<file path="src/mcd_pkg.sv">
// constants and types shared by the motor command decoder
package mcd_pkg;
   // ==============================================================
   // command codes carried in frame byte 1
   localparam logic [7:0] CMD_OTP = 8'h90;  // otp_program_cmd
   localparam logic [7:0] CMD_SETPOS = 8'h8B;  // set_target_cmd
   localparam logic [7:0] CMD_SOFT = 8'h8F;  // gentle_stop_cmd
   localparam logic [7:0] CMD_REF = 8'h88;  // reference_search_cmd
   localparam logic [7:0] CMD_MOTOR = 8'h89;  // motor_setup_cmd
   localparam logic [7:0] CMD_STAT1 = 8'h81;  // status_read_one
   localparam logic [7:0] CMD_STAT2 = 8'hFC;  // status_read_two
   localparam logic [7:0] CMD_HARD = 8'h85;  // immediate_stop_cmd
   localparam logic [7:0] FILL_BYTE = 8'hFF;  // filler bytes 2 and 3
   localparam logic [1:0] ADDR_PREFIX = 2'h3;  // top bits of address byte
   localparam logic [4:0] OTP_WORD_ADDR_PREFIX = 5'h1F;  // top bits of word-address byte
   // ==============================================================
   // byte positions inside a frame
   localparam logic [3:0] IDX_ADDR = 4'h0;
   localparam logic [3:0] IDX_CMD = 4'h1;
   localparam logic [3:0] IDX_FILL_A = 4'h2;
   localparam logic [3:0] IDX_FILL_B = 4'h3;
   localparam logic [3:0] IDX_P0 = 4'h4;
   localparam logic [3:0] IDX_P1 = 4'h5;
   localparam logic [3:0] IDX_P2 = 4'h6;
   localparam logic [3:0] IDX_P3 = 4'h7;
   localparam logic [3:0] IDX_P4 = 4'h8;
   localparam logic [3:0] IDX_MAX = 4'hF;
   // ==============================================================
   // register map (byte addresses) and reset values
   localparam int ADDR_W = 8;
   localparam logic [7:0] OFF_CTRL = 8'h00;  // rw: node address bits
   localparam logic [7:0] OFF_STATE = 8'h04;  // ro: block state
   localparam logic [7:0] OFF_IRQ_STAT = 8'h08;  // ro: sticky events
   localparam logic [7:0] OFF_IRQ_CLR = 8'h0C;  // wo: write one to clear
   localparam logic [7:0] OFF_IRQ_EN = 8'h10;  // rw: interrupt enables
   localparam logic [7:0] OFF_POS = 8'h14;  // ro: target and actual position
   localparam logic [7:0] OFF_PROGRAMMED_ADDRESS_BIT = 8'h18;  // ro: otp word 3
   localparam logic [3:0] CTRL_RST = 4'h0;
   localparam logic [7:0] OTP_RST = 8'h00;
   localparam logic [6:0] IRQ_RST = 7'h00;
   localparam logic [2:0] OTP_CUR_WORD = 3'h3;  // word holding current defaults
   // ==============================================================
   // event bit positions
   localparam int IRQ_N = 7;
   localparam int EV_OTP = 0;  // otp word burned
   localparam int EV_MOVE = 1;  // move started
   localparam int EV_REFUSED = 2;  // motion command ignored
   localparam int EV_SOFT = 3;  // soft stop issued
   localparam int EV_REFDONE = 4;  // reference search finished
   localparam int EV_DEADLOCK = 5;  // deadlock entered
   localparam int EV_FRAME = 6;  // malformed frame
   // ==============================================================
   typedef enum logic [1:0] {REF_IDLE, REF_FIRST, REF_SECOND} mcd_ref_t;
endpackage

</file>
<file path="src/mcd_decoder.sv">
// frame decoder and command execution of the motor command decoder
`timescale 1ns/100ps
// Contract
// - otp command burns word chosen by address
// - pattern ones set bits, never clear any
// - otp word 3 gives run/hold defaults
// - set-position moves to 16-bit target, high first
// - set-position ignored on any fault flag
// - soft stop decelerates to minimum then stops
// - soft stop on overheat or host command
// - shutdown after power-on until status read one
// - deadlock when first target equals actual position
// - reference search two moves, then zero position
// - status reads report faults and position
// - deadlock left by hard stop then status one
module mcd_decoder
(
   input wire logic i_clk,
   input wire logic i_rst_n,
   // register port
   input wire logic [mcd_pkg::ADDR_W-1:0] i_reg_addr,
   input wire logic [31:0] i_reg_wdata,
   input wire logic i_reg_wr,
   input wire logic i_reg_rd,
   output logic [31:0] o_reg_rdata,
   output logic o_irq,
   // received bytes from the serial bus receiver
   input wire logic i_rx_start,
   input wire logic i_rx_valid,
   input wire logic [7:0] i_rx_byte,
   // pins from the analog side, asynchronous
   input wire logic i_hw_address_pin_bit,
   input wire logic i_thermal_shutdown_flag,
   input wire logic i_undervoltage_flag,
   input wire logic i_step_loss_flag,
   input wire logic i_electrical_defect_flag,
   // ramp generator
   input wire logic i_motion_active,
   input wire logic i_motion_done,
   input wire logic [15:0] i_actual_pos,
   output logic o_move_go,
   output logic [15:0] o_target_position,
   output logic o_soft_stop,
   output logic o_hard_stop,
   output logic o_pos_zero,
   // status transmitter and defaults
   output logic o_report_one,
   output logic o_report_two,
   output logic o_shutdown,
   output logic [3:0] o_run_current_dflt,
   output logic [3:0] o_hold_current_dflt
);
   import mcd_pkg::*;

   // ==============================================================
   // reset release and pin synchronisers
   logic [1:0] rst_sync_ff;  // release shifter
   logic rst_n;  // synchronised reset for the rest
   logic [4:0] pin_meta_ff;  // first stage, read only by second
   logic [4:0] pin_ff;  // second stage
   logic therm_d_ff;  // for overheat edge detection

   // async assert, clocked release
   always_ff @(posedge i_clk or negedge i_rst_n)
   begin
      if (!i_rst_n)
         rst_sync_ff <= 2'h0;
      else
         rst_sync_ff <= {rst_sync_ff[0], 1'b1};
   end
   assign rst_n = rst_sync_ff[1];

   // two flops on every analog pin
   always_ff @(posedge i_clk or negedge rst_n)
   begin
      if (!rst_n)
      begin
         pin_meta_ff <= 5'h00;
         pin_ff <= 5'h00;
         therm_d_ff <= 1'b0;
      end
      else
      begin
         pin_meta_ff <= {i_hw_address_pin_bit, i_thermal_shutdown_flag,
                         i_undervoltage_flag, i_step_loss_flag,
                         i_electrical_defect_flag};
         pin_ff <= pin_meta_ff;
         therm_d_ff <= pin_ff[3];
      end
   end

   logic hw_bit;  // synchronised address pin
   logic fault;  // any blocking fault flag
   logic therm_rise;  // overheat just appeared
   assign hw_bit = pin_ff[4];
   assign fault = |pin_ff[3:0];
   assign therm_rise = pin_ff[3] && !therm_d_ff;

   // ==============================================================
   // frame decoding
   logic [3:0] node_addr_ff;  // programmed address bits, from software
   logic [3:0] idx_ff;  // position of the next byte
   logic mine_ff;  // frame still addressed to us and well formed
   logic [7:0] cmd_ff;  // command of the running frame
   logic [7:0] hold_ff;  // previous payload byte
   logic [2:0] otp_word_addr_ff;  // otp_word_addr
   logic [15:0] pos1_ff;  // first reference target
   logic ex_otp_ff, ex_pos_ff, ex_ref_ff;  // execution pulses
   logic ex_soft_ff, ex_hard_ff, ex_st1_ff, ex_st2_ff;
   logic bad_frame_ff;  // malformed frame pulse
   logic [7:0] pat_ff;  // otp bit pattern
   logic [15:0] tgt_ff;  // assembled target / second reference target
   logic take;  // byte accepted for decoding
   logic long_cmd;  // command that carries fillers

   // address byte we answer to
   function automatic logic [7:0] own_addr(input logic [3:0] node, input logic hw);
      own_addr = {ADDR_PREFIX, node, hw, 1'b0};
   endfunction

   assign take = i_rx_valid && mine_ff && !i_rx_start;
   assign long_cmd = (cmd_ff == CMD_OTP) || (cmd_ff == CMD_SETPOS) ||
                     (cmd_ff == CMD_REF) || (cmd_ff == CMD_MOTOR);

   // byte walker; a mismatch drops the rest of the frame
   always_ff @(posedge i_clk or negedge rst_n)
   begin
      if (!rst_n)
      begin
         idx_ff <= IDX_ADDR;
         mine_ff <= 1'b0;
         cmd_ff <= 8'h00;
         hold_ff <= 8'h00;
         otp_word_addr_ff <= 3'h0;
         pat_ff <= 8'h00;
         pos1_ff <= 16'h0000;
         tgt_ff <= 16'h0000;
         {ex_otp_ff, ex_pos_ff, ex_ref_ff, ex_soft_ff} <= 4'h0;
         {ex_hard_ff, ex_st1_ff, ex_st2_ff, bad_frame_ff} <= 4'h0;
      end
      else
      begin
         {ex_otp_ff, ex_pos_ff, ex_ref_ff, ex_soft_ff} <= 4'h0;
         {ex_hard_ff, ex_st1_ff, ex_st2_ff, bad_frame_ff} <= 4'h0;
         if (i_rx_start)
         begin
            idx_ff <= IDX_ADDR;
            mine_ff <= 1'b1;
         end
         else if (take)
         begin
            if (idx_ff != IDX_MAX)
               idx_ff <= idx_ff + 4'h1;
            hold_ff <= i_rx_byte;
            case (idx_ff)
               IDX_ADDR:
               begin
                  // frames for other nodes are silently skipped
                  if (i_rx_byte != own_addr(node_addr_ff, hw_bit))
                     mine_ff <= 1'b0;
               end
               IDX_CMD:
               begin
                  cmd_ff <= i_rx_byte;
                  ex_soft_ff <= (i_rx_byte == CMD_SOFT);
                  ex_hard_ff <= (i_rx_byte == CMD_HARD);
                  ex_st1_ff <= (i_rx_byte == CMD_STAT1);
                  ex_st2_ff <= (i_rx_byte == CMD_STAT2);
               end
               IDX_FILL_A, IDX_FILL_B:
               begin
                  // fillers must be all ones
                  if (long_cmd && i_rx_byte != FILL_BYTE)
                  begin
                     mine_ff <= 1'b0;
                     bad_frame_ff <= 1'b1;
                  end
               end
               IDX_P0:
               begin
                  if (cmd_ff == CMD_OTP)
                  begin
                     if (i_rx_byte[7:3] != OTP_WORD_ADDR_PREFIX)
                     begin
                        mine_ff <= 1'b0;
                        bad_frame_ff <= 1'b1;
                     end
                     otp_word_addr_ff <= i_rx_byte[2:0];
                  end
               end
               IDX_P1:
               begin
                  pat_ff <= i_rx_byte;
                  ex_otp_ff <= (cmd_ff == CMD_OTP);
                  // high byte arrived first
                  tgt_ff <= {hold_ff, i_rx_byte};
                  ex_pos_ff <= (cmd_ff == CMD_SETPOS);
               end
               IDX_P2:
                  pos1_ff <= {hold_ff, i_rx_byte};
               IDX_P4:
               begin
                  tgt_ff <= {hold_ff, i_rx_byte};
                  ex_ref_ff <= (cmd_ff == CMD_REF);
               end
               default:
                  ;  // other bytes only pass through hold_ff; P3 is the high half of the second target
            endcase
         end
      end
   end

   // ==============================================================
   // otp parameter memory
   logic [7:0] otp_mem [0:7];  // eight otp words

   // bits only ever go from zero to one
   always_ff @(posedge i_clk or negedge rst_n)
   begin
      if (!rst_n)
      begin
         for (int w = 0; w < 8; w++)
            otp_mem[w] <= OTP_RST;
      end
      else if (ex_otp_ff)
         otp_mem[otp_word_addr_ff] <= otp_mem[otp_word_addr_ff] | pat_ff;
   end

   // defaults presented from otp word 3
   always_ff @(posedge i_clk or negedge rst_n)
   begin
      if (!rst_n)
         {o_run_current_dflt, o_hold_current_dflt} <= OTP_RST;
      else
         {o_run_current_dflt, o_hold_current_dflt} <= otp_mem[OTP_CUR_WORD];
   end

   // ==============================================================
   // power-on shutdown and deadlock
   logic deadlock_ff;  // motion locked out
   logic hard_seen_ff;  // hard stop seen while deadlocked
   logic may_move;  // motion commands accepted
   logic ref_bad;  // reference targets would deadlock
   assign may_move = !o_shutdown && !deadlock_ff;
   assign ref_bad = (pos1_ff == i_actual_pos) || (pos1_ff == tgt_ff);

   // shutdown is left by the first status read one
   always_ff @(posedge i_clk or negedge rst_n)
   begin
      if (!rst_n)
         o_shutdown <= 1'b1;
      else if (ex_st1_ff)
         o_shutdown <= 1'b0;
   end

   // only hard stop directly followed by status read one unlocks
   always_ff @(posedge i_clk or negedge rst_n)
   begin
      if (!rst_n)
      begin
         deadlock_ff <= 1'b0;
         hard_seen_ff <= 1'b0;
      end
      else if (ex_ref_ff && may_move && ref_bad)
         deadlock_ff <= 1'b1;
      else if (ex_hard_ff)
         hard_seen_ff <= deadlock_ff;
      else if (ex_st1_ff)
      begin
         if (hard_seen_ff)
            deadlock_ff <= 1'b0;
         hard_seen_ff <= 1'b0;
      end
      else if (ex_otp_ff || ex_pos_ff || ex_ref_ff || ex_soft_ff || ex_st2_ff)
         hard_seen_ff <= 1'b0;
   end

   // ==============================================================
   // motion requests and reference search
   mcd_ref_t ref_ff;  // reference search phase
   logic pos_ok;  // set-position may run
   logic refused;  // a motion command was dropped
   assign pos_ok = ex_pos_ff && may_move && !fault && ref_ff == REF_IDLE;
   assign refused = (ex_pos_ff && !pos_ok) ||
                    (ex_ref_ff && (!may_move || fault || ref_bad));

   // move requests; the search cannot be cut short except by hard stop or fault
   always_ff @(posedge i_clk or negedge rst_n)
   begin
      if (!rst_n)
      begin
         ref_ff <= REF_IDLE;
         o_move_go <= 1'b0;
         o_target_position <= 16'h0000;
         o_pos_zero <= 1'b0;
      end
      else
      begin
         o_move_go <= 1'b0;
         o_pos_zero <= 1'b0;
         case (ref_ff)
            REF_IDLE:
            begin
               if (pos_ok)
               begin
                  o_move_go <= 1'b1;
                  o_target_position <= tgt_ff;
               end
               else if (ex_ref_ff && may_move && !fault && !ref_bad)
               begin
                  o_move_go <= 1'b1;
                  o_target_position <= pos1_ff;
                  ref_ff <= REF_FIRST;
               end
            end
            REF_FIRST:
            begin
               if (ex_hard_ff || fault)
                  ref_ff <= REF_IDLE;
               else if (i_motion_done)
               begin
                  o_move_go <= 1'b1;
                  o_target_position <= tgt_ff;
                  ref_ff <= REF_SECOND;
               end
            end
            REF_SECOND:
            begin
               if (ex_hard_ff || fault)
                  ref_ff <= REF_IDLE;
               else if (i_motion_done)
               begin
                  o_pos_zero <= 1'b1;
                  ref_ff <= REF_IDLE;
               end
            end
            default:
               ref_ff <= REF_IDLE;
         endcase
      end
   end

   // ==============================================================
   // stops and status reports
   logic soft_req;  // soft stop wanted during a motion
   assign soft_req = i_motion_active && (ex_soft_ff || therm_rise);

   // stop requests and report strobes to the neighbours
   always_ff @(posedge i_clk or negedge rst_n)
   begin
      if (!rst_n)
      begin
         o_soft_stop <= 1'b0;
         o_hard_stop <= 1'b0;
         o_report_one <= 1'b0;
         o_report_two <= 1'b0;
      end
      else
      begin
         o_soft_stop <= soft_req;
         o_hard_stop <= ex_hard_ff;
         o_report_one <= ex_st1_ff;
         o_report_two <= ex_st2_ff;
      end
   end

   // ==============================================================
   // register port and interrupt
   logic [IRQ_N-1:0] irq_stat_ff, irq_en_ff, ev;  // sticky, enable, events
   assign ev = {bad_frame_ff, ex_ref_ff && may_move && ref_bad, o_pos_zero,
                soft_req, refused, o_move_go, ex_otp_ff};

   // control and enable registers
   always_ff @(posedge i_clk or negedge rst_n)
   begin
      if (!rst_n)
      begin
         node_addr_ff <= CTRL_RST;
         irq_en_ff <= IRQ_RST;
      end
      else if (i_reg_wr && i_reg_addr == OFF_CTRL)
         node_addr_ff <= i_reg_wdata[3:0];
      else if (i_reg_wr && i_reg_addr == OFF_IRQ_EN)
         irq_en_ff <= i_reg_wdata[IRQ_N-1:0];
   end

   // a new event wins over a clear in the same cycle
   always_ff @(posedge i_clk or negedge rst_n)
   begin
      if (!rst_n)
         irq_stat_ff <= IRQ_RST;
      else if (i_reg_wr && i_reg_addr == OFF_IRQ_CLR)
         irq_stat_ff <= (irq_stat_ff & ~i_reg_wdata[IRQ_N-1:0]) | ev;
      else
         irq_stat_ff <= irq_stat_ff | ev;
   end

   // read data valid in the cycle after the strobe only
   always_ff @(posedge i_clk or negedge rst_n)
   begin
      if (!rst_n)
      begin
         o_reg_rdata <= 32'h0000_0000;
         o_irq <= 1'b0;
      end
      else
      begin
         o_irq <= |(irq_stat_ff & irq_en_ff);
         o_reg_rdata <= 32'h0000_0000;
         if (i_reg_rd)
            case (i_reg_addr)
               OFF_CTRL: o_reg_rdata <= {28'h0, node_addr_ff};
               OFF_STATE: o_reg_rdata <= {25'h0, ref_ff, hard_seen_ff,
                                          deadlock_ff, o_shutdown, fault, hw_bit};
               OFF_IRQ_STAT: o_reg_rdata <= {25'h0, irq_stat_ff};
               OFF_IRQ_EN: o_reg_rdata <= {25'h0, irq_en_ff};
               OFF_POS: o_reg_rdata <= {o_target_position, i_actual_pos};
               OFF_PROGRAMMED_ADDRESS_BIT: o_reg_rdata <= {24'h0, otp_mem[OTP_CUR_WORD]};
               default: o_reg_rdata <= 32'h0000_0000;  // unmapped reads zero
            endcase
      end
   end
endmodule

</file>
<file path="config.mk">
export PLATFORM = sky130hd
export DESIGN_NAME = mcd_decoder
export DESIGN_NICKNAME = d
export VERILOG_FILES = /design/src/mcd_pkg.sv /design/src/mcd_decoder.sv
export SDC_FILE = /design/constraint.sdc
export NUM_CORES = 1
export LEC_CHECK = 0
export ABC_AREA = 1
export BUFFER_PORTS_ARGS = -buffer_cell sky130_fd_sc_hd__buf_2
export CAP_MARGIN = 20
export CORE_MARGIN = 4
export CORE_UTILIZATION = 62
export DETAILED_ROUTE_END_ITERATION = 6
export GPL_TIMING_DRIVEN = 0
export MAX_ROUTING_LAYER = met4
export PLACE_DENSITY = 0.85
export SYNTH_ARGS = -nofsm -noshare
export SYNTH_HDL_FRONTEND = slang
export SYNTH_SLANG_ARGS = --single-unit
</file>
<file path="constraint.sdc">
create_clock -name i_clk -period 19.86 [get_ports i_clk]
set_input_delay 0.993 -clock i_clk [delete_from_list [all_inputs] [get_ports i_clk]]
set_output_delay 0.993 -clock i_clk [all_outputs]
set_load 0.02 [all_outputs]
</file>
Yosys cells after proc, flatten, opt, wreduce, memory -nomap -nowiden:

Index checks and enable logic that the tools add are counted.

* shift operators: 0
* multiply operators: 0
* bitwise gates (word level): 10
* order comparisons: 2
* multiplexer cells: 71
* reductions and logical operators: 67
* equality and inequality tests: 41
* $add $sub $neg: 1
* div/mod/pow operators: 0

Operator list (number)
* $pmux W32 S6: 1
* $bwmux W64: 1
* $eq A8 B8 Y1 const B: 8
* $mux W16: 4
* $mux W1: 44
* $eq A16 B16 Y1: 2
* $mux W32: 1
* $pmux W16 S2: 1
* $bmux W8 S3: 1
* $demux W8 S3: 1
* $eq A8 B5 Y1 const B: 3
* $mux W8: 3
* $logic_and A1 B1 Y1: 19
* $ne A3 B3 Y1 const B: 6
* $eq A8 B4 Y1 const B: 2
* $reduce_and A3 Y1: 5
* $and A7 B7 Y7: 2
* $or A7 B7 Y7: 2
* $logic_or A1 B1 Y1: 13
* $eq A4 B3 Y1 const B: 3
* $mux W2: 6
* $mux W4: 3
* $reduce_and A4 Y1: 3
* $reduce_bool A2 Y1: 5
* other kinds (35): 53

* bits in read-only memories: 0
* memories: 0
* bits of input ports: 77
* bits in latches: 0
* RAM bits: 0
* logic and storage cells: 238
* bits in registers: 235

Longest topological paths before layout:

Gate-level depths: netlist of the first run.

* word-level depth: 10
* gate-level depth with buffers: 12

Worst setup path before layout of the first run:

No wires, ideal clock.

* kind: input -> register
* start point: input port i_reg_addr[5] in the netlist's numbering
* end point: register irq_en_ff[3]
* slack: 17.848 ns
* library setup time: 0.126 ns
* arrival time: 1.886 ns
* cell stages on the path: 9
* path through: nor2_1 nand2_1 nor2_2 nand2_1 inv_2 nand2_1 buf_2 nand2_1 o21ai_0

* cells in the longest elaborated chain, start to end: 4
* elaborated cells on any way between the ends: 6
* classes of those cells: 1 x eq/ne; 1 x bitwise; 4 x reduce/logical

RTL lines
* from (decl): RTL line mcd_decoder.sv:21 `input wire logic [mcd_pkg::ADDR_W-1:0] i_reg_addr,`
* $logic_not A8 Y1: RTL line mcd_decoder.sv:381 `else if (i_reg_wr && i_reg_addr == OFF_CTRL)`
* $logic_and A1 B1 Y1: RTL line mcd_decoder.sv:381
* $not A1 Y1 (no source line)
* $reduce_and A2 Y1 (no source line) *
* to (signal assigned): RTL line mcd_decoder.sv:384 `irq_en_ff <= i_reg_wdata[IRQ_N-1:0];`
* to (decl): RTL line mcd_decoder.sv:369 `logic [IRQ_N-1:0] irq_stat_ff, irq_en_ff, ev;`

Mark *: on every way between the ends. The rest lies on a longest branch, timed or not.
A chain may end at the register's enable or synchronous reset.

Worst setup path after layout of the first run:

* start point: register o_shutdown
* end point: output port o_shutdown

RTL lines
* from (decl): RTL line mcd_decoder.sv:49 `output logic o_shutdown,`
* from (signal assigned): RTL line mcd_decoder.sv:251 `o_shutdown <= 1'b1;`
* from (signal assigned): RTL line mcd_decoder.sv:253 `o_shutdown <= 1'b0;`

No word-level cell between the ends.

==> reports/qor.yml, run 1 <==
route:
  wire_per_inst_um: 17.1
  drc: 0
  drtIter0Drc: 888
  avgViaCountPerCell: 5.61
  dr.pass1.iters: 6
  dr.max_layer_used: "met4"
  wl_met1_um: 11200
  route.met2.wl_um: 12800
  route.vias.total: 8912
  wl_met3_um: 2250
  ant_nets: 0
  drt_wl_total_um: 27100
yosys:
  ys_ff_latch: 235
  synth_cell_type_count: 38
  yosysSeqAreaShare_pct: 55.7
  async_flop_share_pct: 100
  postSynthAreaPerCell_um2: 8.75
  synthesis.area_um2: 10600
  yosys_warnings: 0
  syn_inst: 1207
  synthesis.nets: 1288
  ys.flop_type: "dfrtp_1"
  synth_edf_count: 0
critical_path:
  crit_buf_inv: 1
  critical_path_class: "flop to output pin"
  worst_ep_arrival_time_ns: 1.22
  worstPathRequired_ns: 18.87
  path_max_fanout: 2
  cp-start-kind: "flop"
  slowest_stage: "dfstp_2"
  cp-end-kind: "output pin"
  crit_family: "flip-flops"
  cpPeakStageDelay_ns: 0.55
  path_cells: "buf_2"
clock_tree:
  cts_tree: "yes"
  path_clk_slew_ns: 0.06
  cts_root_buf: "clkbuf_16"
  cts_sinks: 235
  ctsHtreeMaxLevel: 1
  cts_buffers: 25
  cts_buffer_depth: 3
  clk_latency_ns: 0.51
  post_cts_buffers: 0
  cts_hold_buf: 0
  cts_resized: 0
timing:
  finalMaxSlewViolations: 0
  fin_crit_sh_pct: 11.2
  setup_tns_ns: 0
  finClkSkew_ns: 0.0147
  hold_viol_final: 0
  period_minus_slack_ns: 2.22
  fmax_mhz: 451
  rsz0062_at_grt: "no"
  setup_violations: 0
finish:
  synthToLayoutAreaGrowth_pct: 17.0
  num-nets-final: 1433
  drive_gt1_share_pct: 19.1
power_and_ir_drop:
  power_density_nw_per_um2: 86.4
  total_power_mw: 1.07
  irDropWorstVdd_mv: 0.0704
  p_leak_nw: 6.39
global_route:
  grt_pass1_wl_um: 44600
  antenna_found_initial: 1
  grt_overflow: 0
  grt_pass1_vias: 8780
  grt_max_degree: 77
  grt_usage_pct: 29.0
die:
  die_area_um2: 19200
  row_count: 47
  core_um2: 16600
  die_w_um: 139
  pin_count: 141
  die_height_um: 139
  initial_core_util_pct: 63.5
placement:
  place_congestion: 0.906
  dp_hpwl_um: 19200
  portBuffers: 115
flow_run:
  maxCapViolCount: 0
worst_hold_path:
  hold_path.class: "input port to asynchronous set/reset pin"
run_status:
  status: "complete, no violations"
## metal layers
metal | vias to the layer above | GRT usage [%]
met5 | - | -
met4 | 0 | 7.64
met3 | 80 | 5.25
met2 | 473 | 45.9
met1 | 4210 | 39.4
li1 | 4149 | -
## cells in the final DEF (no fill, tap or decap), types with 6 or more instances in the layout
cell type  netlist  routed
inv_1          158     158
nor3_1          17      17
nor2_4           6       6
nand3_2          8       8
nand2_1        297     297
nor2_1         112     112
buf_2           11     126
nand3_1         52      52
clkbuf_16        0      25
o21bai_1         7       7
mux2_2          44      44
a21oi_1         30      30
clkbuf_8         0       6
o21ai_0        155     155
o22ai_1         10      10
dfrtp_1        234     233
nor2_2           7       7
inv_2            9       9
clkbuf_1         8      10
## Yosys cell counts (all sizes together) (2+ instances only)
| library cell | instances | area [um2] |
|---|---|---|
| o22ai | 10 | 62.6 |
| nor2 | 125 | 532 |
| nand3 | 60 | 340 |
| xor2 | 5 | 43.8 |
| dfrtp | 234 | 5860 |
| buf | 20 | 138 |
| inv | 167 | 627 |
| a31o | 2 | 17.5 |
| mux2 | 44 | 495 |
| a21oi | 30 | 150 |
| o21bai | 7 | 52.6 |
| nor4 | 2 | 12.5 |
| nand4 | 5 | 37.5 |
| nor3 | 17 | 85.1 |
| ha | 4 | 50.1 |
| nand2 | 299 | 1130 |
| clkbuf | 8 | 30.0 |
| o21ai | 157 | 786 |
## layout make-up
| cell class | instances | area, um2 |
|---|---|---|
| inverter | 167 | 627 |
| fill | 1131 | 4280 |
| multi-input combinational | 777 | 3880 |
| sequential | 235 | 5890 |
| tap | 220 | 275 |
| antenna | 1 | 2.50 |
| clock buffer | 33 | 716 |
| timing repair buffer | 118 | 658 |
| clock inverter | 11 | 144 |
| buffer | 28 | 168 |
## worst paths after layout
| path | startpoint | to | slack, ns | cells after the start |
|---|---|---|---|---|
| min | i_rst_n | rst_sync_ff[1] | 0.26 | 1 |
| min reg2reg | rst_sync_ff[1] | cmd_ff[4] | 0.29 | 0 |
| min in group i_clk | pin_meta_ff[4] | pin_ff[4] | 0.35 | 0 |
| max in group asynchronous | rst_sync_ff[1] | o_shutdown | 18.85 | 1 |
| max reg2reg | otp_word_addr_ff[0] | otp_mem[58] | 17.81 | 5 |
| max | o_shutdown | o_shutdown | 17.64 | 1 |
## report_power, final
part	switching, mW	internal, mW	leakage [nW]
clock	0.188	0.292	0.418
combinational	0.0474	0.0243	3.02
sequential	0.0166	0.499	2.95
## kinds of logic (layout without fill, tap and decap cells)
logic type      count (synthesis)  after routing  share of synthesized area (%)
compound gates                212            212                           10.8
mux                            44             44                           4.69
flops                         235            235                           55.7
fa+ha+maj                       4              4                          0.474
other cells                     1              2                         0.0355
xor+xnor                        5              5                          0.415
buf+inv                       195            357                           7.52
simple gates                  511            511                           20.4
## sequential cells by signal, indices dropped and copies added, names as in the netlist, 2 cells and up
register / count
pin_ff: 5
otp_word_addr_ff: 3
node_addr_ff: 4
idx_ff: 4
pin_meta_ff: 5
rst_sync_ff: 2
pat_ff: 8
hold_ff: 8
o_hold_current_dflt: 4
o_reg_rdata: 32
tgt_ff: 16
cmd_ff: 8
o_target_position: 16
otp_mem: 64
irq_en_ff: 7
o_run_current_dflt: 4
ref_ff: 2
irq_stat_ff: 7
pos1_ff: 16
## stage by stage
step                util, %  instance area, um2  setup WS (ns)  cells  hold WS, ns
floorplan                 -               10600          12.83   1207        0.331
global placement       68.6               11400          10.66   1542        0.331
detailed placement     69.1               11500          17.37   1545        0.309
CTS                    74.3               12400          17.63   1589        0.239
global route           74.3               12400          17.61   1590        0.233
finish                 74.3               12400          17.64   1590        0.259
Note: power is estimated with default switching activity, not from simulation.
==> run 2: changes to the inputs <==
--- a/config.mk
+++ b/config.mk
@@ -9,11 +9,11 @@
 export BUFFER_PORTS_ARGS = -buffer_cell sky130_fd_sc_hd__buf_2
 export CAP_MARGIN = 20
 export CORE_MARGIN = 4
-export CORE_UTILIZATION = 62
+export CORE_UTILIZATION = 58
 export DETAILED_ROUTE_END_ITERATION = 6
 export GPL_TIMING_DRIVEN = 0
 export MAX_ROUTING_LAYER = met4
-export PLACE_DENSITY = 0.85
+export PLACE_DENSITY = 0.8
 export SYNTH_ARGS = -nofsm -noshare
 export SYNTH_HDL_FRONTEND = slang
 export SYNTH_SLANG_ARGS = --single-unit
==> constraint.sdc (replaced) <==
create_clock -name i_clk -period 2.23 [get_ports i_clk]
set_input_delay 0.1115 -clock i_clk [delete_from_list [all_inputs] [get_ports i_clk]]
set_output_delay 0.1115 -clock i_clk [all_outputs]
set_load 0.02 [all_outputs]
==> run 2 against run 1 <==
Net effect: core utilization down 3.7 points; critical path depth up 6; first-iteration DRC count down 22%; combinational power rose to 9.7 times the previous value; global-route usage down 2.4 points; cell count up 2.9%; via count down 0.74%; non-clock buffer count up 38; power rose to 8.6 times the previous value; design area up 2.6%; routed wire length down 1.6%.
==> reports/qor.yml, run 2 (same netlist as run 1, synthesis figures left out) <==
placement:
  portBuffers: 115  # unchanged
  dp_hpwl_um: 19000  # was 19200 um
  dpl_cell_area_um2: 11500  # about the same
  dp_slack_ns: 0.358  # was 17.37 ns
  place_congestion: 0.940  # was 0.906
finish:
  layout_common_cells: "nand2_1, dfrtp_1, inv_1, o21ai_0, buf_2"  # unchanged
  drive_gt1_share_pct: 18.3  # was 19.1%
  largestRegisters: "otp_mem x64, o_reg_rdata x32"  # unchanged
  final_design_area_no_fill_um2: 12700  # was 12400 um2
  largest_register: "otp_mem"  # unchanged
  layout_commonest_cell: "nand2_1"  # unchanged
  largest_reg_flops: 64  # unchanged
  final_util_pct: 70.6  # was 74.3%
  synthToLayoutAreaGrowth_pct: 20.0  # was 17.0%
  num-nets-final: 1471  # was 1433
  nFillCells: 1332  # was 1131
run_status:
  status: "complete, no violations"  # unchanged
route:
  drc: 0  # unchanged
  wire_per_inst_um: 16.3  # was 17.1 um
  ant_nets: 0  # unchanged
  avgViaCountPerCell: 5.41  # was 5.61
  dr.pass1.iters: 5  # was 6
  route.vias.total: 8846  # was 8912
  drtIter0Drc: 689  # was 888
  drt_wl_total_um: 26700  # was 27100 um
power_and_ir_drop:
  power_density_nw_per_um2: 727  # was 86.4 nW/um2
  irDropWorstVdd_mv: 0.779  # was 0.0704 mV
  p_leak_nw: 6.51  # was 6.39 nW
clock_tree:
  path_clk_slew_ns: 0.06  # about the same
  clk_latency_ns: 0.51  # about the same
  cts_tree: "yes"  # unchanged
  post_cts_buffers: 0  # unchanged
  cts_root_buf: "clkbuf_16"  # unchanged
  cts_buffer_depth: 3  # unchanged
  cts_buffers: 25  # unchanged
  cts_sinks: 235  # unchanged
  ctsHtreeMaxLevel: 1  # unchanged
global_route:
  grt_overflow: 0  # unchanged
  grt_max_degree: 75  # was 77
  grt_pass1_vias: 8445  # was 8780
  antenna_found_initial: 0  # was 1
  grt_pass1_wl_um: 42300  # was 44600 um
  grt_usage_pct: 26.7  # was 29.0%
timing:
  slew_headroom_pct: 65.7
  finClkSkew_ns: 0.0144  # was 0.0147 ns
  hold_viol_final: 0  # unchanged
  fmax_mhz: 478
  fin_crit_sh_pct: 93.9
  setup_violations: 0  # unchanged
  tightest_slew_ns: 0.510
  period_minus_slack_ns: 2.09
  rsz0062_at_grt: "no"  # unchanged
  setup_tns_ns: 0  # unchanged
  fin_ws_ns: 0.136  # was 17.64 ns
  whs_ns: 0.0299  # was 0.259 ns
  finalMaxSlewViolations: 0  # unchanged
critical_path:
  worstPathRequired_ns: 2.67  # was 18.87 ns
  path_cells: "nand2_1 -> nor2_2 -> buf_4 -> nand3_2 -> buf_2 -> nor3_1 -> dlygate4sd3_1"  # was buf_2
  critical_path_class: "flop to flop"  # was flop to output pin
  slowest_stage: "dlygate4sd3_1"  # was dfstp_2
  crit_family: "buffers and inverters"  # was flip-flops
  crit_buf_inv: 3  # was 1
  cpPeakStageDelay_ns: 0.58  # was 0.55 ns
  path_max_fanout: 10  # was 2
  cp-start-kind: "flop"  # unchanged
  worst_ep_arrival_time_ns: 2.54  # was 1.22 ns
  cp-end-kind: "flop"  # was output pin
flow_run:
  maxCapViolCount: 0  # unchanged
die:
  die_area_um2: 20400  # was 19200 um2
  row_count: 49  # was 47
  die_w_um: 143  # was 139 um
  initial_core_util_pct: 58.8  # was 63.5%
  die_height_um: 143  # was 139 um
  pin_count: 141  # unchanged
  core_um2: 18000  # was 16600 um2
worst_hold_path:
  hold_path.class: "input port to flop"  # was input port to asynchronous set/reset pin
-- run 2: changes by cell type in the layout (fill, tap and decap cells not counted) --
cell / change
clkbuf_1: +4
clkbuf_8: -2
clkinv_4: +2
bufinv_16: -2
inv_8: -1
nor2_1: -1
nor2_2: +1
clkinv_2: -2
dlygate4sd3_1: +38
-- run 2: through the flow --
stage               std cells  total power [mW]
floorplan                1207              5.04
global placement         1551              5.24
detailed placement       1554              5.30
CTS                      1635              9.28
global route             1635              9.57
finish                   1636              9.22
-- run 2: worst paths after layout --
path                                start           end  slack (ns)  cells past startpoint
max                               mine_ff     ex_st1_ff        0.14                      7
min                              i_reg_wr  irq_en_ff[2]        0.03                      4
max reg2reg                       mine_ff     ex_st1_ff        0.14                      7
min reg2reg                rst_sync_ff[1]    hold_ff[6]        0.30                      0
max in group asynchronous  rst_sync_ff[1]    o_shutdown        0.89                      2
min in group asynchronous  rst_sync_ff[1]    hold_ff[6]        0.30                      0
-- run 2: worst register-to-register path, cell delays in order, from the launching register on --
cell and delay, ns:
dfrtp_1 0.34, nand2_1 0.08, nor2_2 0.17, buf_4 0.21, nand3_2 0.21, buf_2 0.26, nor3_1 0.18, dlygate4sd3_1 0.58
-- run 2: power breakdown --
| group | internal (mW) | switching (mW) | leakage, nW | total (mW) |
|---|---|---|---|---|
| logic | 0.257 | 0.435 | 3.18 | 0.692 |
| clock network | 2.31 | 1.62 | 0.375 | 3.93 |
| registers | 4.45 | 0.150 | 2.95 | 4.60 |
-- run 2: final cells by class --
cell class              count  area (um2)  area share (%)
plain buffers              28         168            1.32
clock inverters             8        80.1           0.632
well taps                 229         287            2.26
clock buffers              35         703            5.55
flip-flops and latches    235        5890            46.4
repair buffers            156        1040            8.19
diodes                      1        2.50          0.0197
inverters                 167         627            4.94
multi-input cells         777        3890            30.7
-- run 2: what timing repair did --
action                                  4_1_cts  5_1_grt
endpoints found under the setup margin        0        1
hold buffers                                 38        0
hold endpoints to repair                     67        0
resized for setup                             0        1
-- run 2: layer usage --
| metal | wire length [um] | track usage (%) |
|---|---|---|
| met1 | 11300 | 36.1 |
| met2 | 12500 | 41.9 |
| met3 | 1940 | 3.58 |
| met4 | 935 | 9.40 |
| met5 | 0 | - |
==> run 3: changes to the inputs <==
==> constraint.sdc (replaced) <==
create_clock -name i_clk -period 2.17 [get_ports i_clk]
set_input_delay 0.1085 -clock i_clk [delete_from_list [all_inputs] [get_ports i_clk]]
set_output_delay 0.1085 -clock i_clk [all_outputs]
set_load 0.02 [all_outputs]
==> run 3 against run 2 <==
Net effect: design area barely moved; cell count unchanged; sequential power grew 3%; core utilization barely moved; first-iteration DRC count grew 3.3%; largest power group unchanged; worst hold slack worse by 0.00099 ns; largest cell class unchanged; combinational power up 3.2%; critical path depth did not move; clock power increased by 3%; sequential share of layout area barely moved.
==> reports/qor.yml, run 3 (same netlist as run 1, synthesis figures left out) <==
timing:
  hold_viol_final: 0  # unchanged
  fmax_mhz: 499  # was 478 MHz
  tightest_slew_ns: 0.534  # was 0.510 ns
  setup_violations: 0  # unchanged
  rsz0062_at_grt: "no"  # unchanged
  fin_crit_sh_pct: 92.3  # was 93.9%
  finalMaxSlewViolations: 0  # unchanged
  period_minus_slack_ns: 2.00  # was 2.09 ns
  slew_headroom_pct: 64.1  # was 65.7%
  finClkSkew_ns: 0.0139  # was 0.0144 ns
  whs_ns: 0.0289  # was 0.0299 ns
die:
  core_um2: 18000  # unchanged
  die_height_um: 143  # unchanged
  row_count: 49  # unchanged
  pin_count: 141  # unchanged
  die_area_um2: 20400  # unchanged
  die_w_um: 143  # unchanged
  initial_core_util_pct: 58.8  # unchanged
critical_path:
  regToRegSetupSlack_ns: 0.17  # was 0.14 ns
  path_max_fanout: 10  # unchanged
  critPathCapture: "ex_st1_ff"  # unchanged
  slowest_stage: "dlygate4sd3_1"  # unchanged
  cpPeakStageDelay_ns: 0.58  # about the same
  path_cells: "nand2_1 -> nor2_2 -> buf_4 -> nand3_4 -> buf_2 -> nor3_1 -> dlygate4sd3_1"  # was nand2_1 -> nor2_2 -> buf_4 -> nand3_2 -> buf_2 -> nor3_1 -> dlygate4sd3_1
  reg2reg_depth: 7  # unchanged
  reg2reg_to: "ex_st1_ff"  # unchanged
  worstPathRequired_ns: 2.61  # was 2.67 ns
  reg2reg_from: "mine_ff"  # unchanged
  cp-start-kind: "flop"  # unchanged
  critical_path_class: "flop to flop"  # unchanged
  worst_ep_arrival_time_ns: 2.45  # was 2.54 ns
  startpoint: "mine_ff"  # unchanged
  cp-end-kind: "flop"  # unchanged
power_and_ir_drop:
  irDropWorstVdd_mv: 0.802  # was 0.779 mV
  p_leak_nw: 6.51  # about the same
  power_density_nw_per_um2: 747  # was 727 nW/um2
route:
  wl_met1_um: 11300  # about the same
  drtIter0Drc: 712  # was 689
  route.met2.wl_um: 12500  # about the same
  drc: 0  # unchanged
  ant_nets: 0  # unchanged
  route.vias.total: 8861  # was 8846
  drt_wl_total_um: 26700  # about the same
  dr.pass1.iters: 5  # unchanged
  wire_per_inst_um: 16.3  # about the same
  avgViaCountPerCell: 5.42  # was 5.41
  wl_met3_um: 2020  # was 1940 um
  dr.max_layer_used: "met4"  # unchanged
clock_tree:
  cts_tree: "yes"  # unchanged
  ctsHtreeMaxLevel: 1  # unchanged
  clk_latency_ns: 0.51  # about the same
  path_clk_slew_ns: 0.06  # about the same
  post_cts_buffers: 0  # unchanged
  cts_buffer_depth: 3  # unchanged
  cts_sinks: 235  # unchanged
  cts_root_buf: "clkbuf_16"  # unchanged
  cts_buffers: 25  # unchanged
global_route:
  antenna_found_initial: 0  # unchanged
  grt_overflow: 0  # unchanged
  grt_pass1_vias: 8445  # unchanged
  grt_max_degree: 75  # unchanged
  grt_pass1_wl_um: 42300  # unchanged
  grt_usage_pct: 26.7  # unchanged
finish:
  drive_gt1_share_pct: 18.3  # unchanged
  layout_common_cells: "nand2_1, dfrtp_1, inv_1, o21ai_0, buf_2"  # unchanged
  largest_reg_flops: 64  # unchanged
  largest_register: "otp_mem"  # unchanged
  synthToLayoutAreaGrowth_pct: 20.1  # was 20.0%
  nFillCells: 1332  # unchanged
  fin_cells: 1636  # unchanged
  num-nets-final: 1471  # unchanged
  largestRegisters: "otp_mem x64, o_reg_rdata x32"  # unchanged
  layout_commonest_cell: "nand2_1"  # unchanged
placement:
  portBuffers: 115  # unchanged
  dp.cells: 1554  # unchanged
  place_congestion: 0.940  # unchanged
  dp_hpwl_um: 19000  # unchanged
worst_hold_path:
  min_from: "i_reg_wr"  # unchanged
  hold_path.class: "input port to flop"  # unchanged
  hold_depth: 4  # unchanged
run_status:
  status: "complete, no violations"  # unchanged
flow_run:
  maxCapViolCount: 0  # unchanged
[run 3: stage by stage]
stage	cell area, um2	TNS, ns	utilization, %	setup WS (ns)	power [mW]
2_1_floorplan	10600	-46.66	-	-0.201	5.18
3_3_place_gp	11400	-208.38	63.6	-0.915	5.39
3_5_place_dp	11500	0	64.1	0.298	5.45
4_1_cts	12700	0	70.6	0.0468	9.54
5_1_grt	12700	0	70.6	0.0682	9.84
6_report	12700	0	70.6	0.167	9.48
[run 3: area by class of cell]
type	count	area [um2]	area share [%]
Antenna cell	1	2.50	0.0197
Buffer	28	168	1.32
Clock buffer	35	703	5.54
Clock inverter	8	80.1	0.631
Inverter	167	627	4.94
Multi-Input combinational cell	777	3890	30.7
Sequential cell	235	5890	46.4
Tap cell	229	287	2.26
Timing Repair Buffer	156	1040	8.19
[run 3: worst min path at each step]
stage | endpoint | slack [ns]
after floorplan | rst_sync_ff[0] | -0.19
after global placement | rst_sync_ff[0] | -0.11
after detailed placement | rst_sync_ff[0] | -0.10
final | irq_en_ff[2] | 0.03
after global routing | irq_en_ff[6] | 0.05
after CTS | irq_en_ff[6] | 0.02
[run 3: per-layer routing]
| layer | track usage [%] | vias up |
|---|---|---|
| li1 | - | 4227 |
| met1 | 36.1 | 4199 |
| met2 | 41.9 | 361 |
| met3 | 3.58 | 74 |
| met4 | 9.40 | 0 |
| met5 | - | - |
[run 3: timing repair]
| item | CTS | global route |
|---|---|---|
| hold buffers | 38 | 0 |
| gates resized for setup | 0 | 2 |
| hold endpoints to repair | 67 | 0 |
| setup endpoints to repair | 0 | 1 |
[run 3: power by group]
part	switching [mW]	internal [mW]	total [mW]
combinational	0.449	0.265	0.714
clock	1.67	2.37	4.04
sequential	0.155	4.57	4.72
[run 3: critical path, delay by kind of cell, from the launching register on]
family,cells,cell delay (ns)
AND/OR/NAND/NOR,4,0.58
buffers and inverters,3,1.02
flip-flops,1,0.34
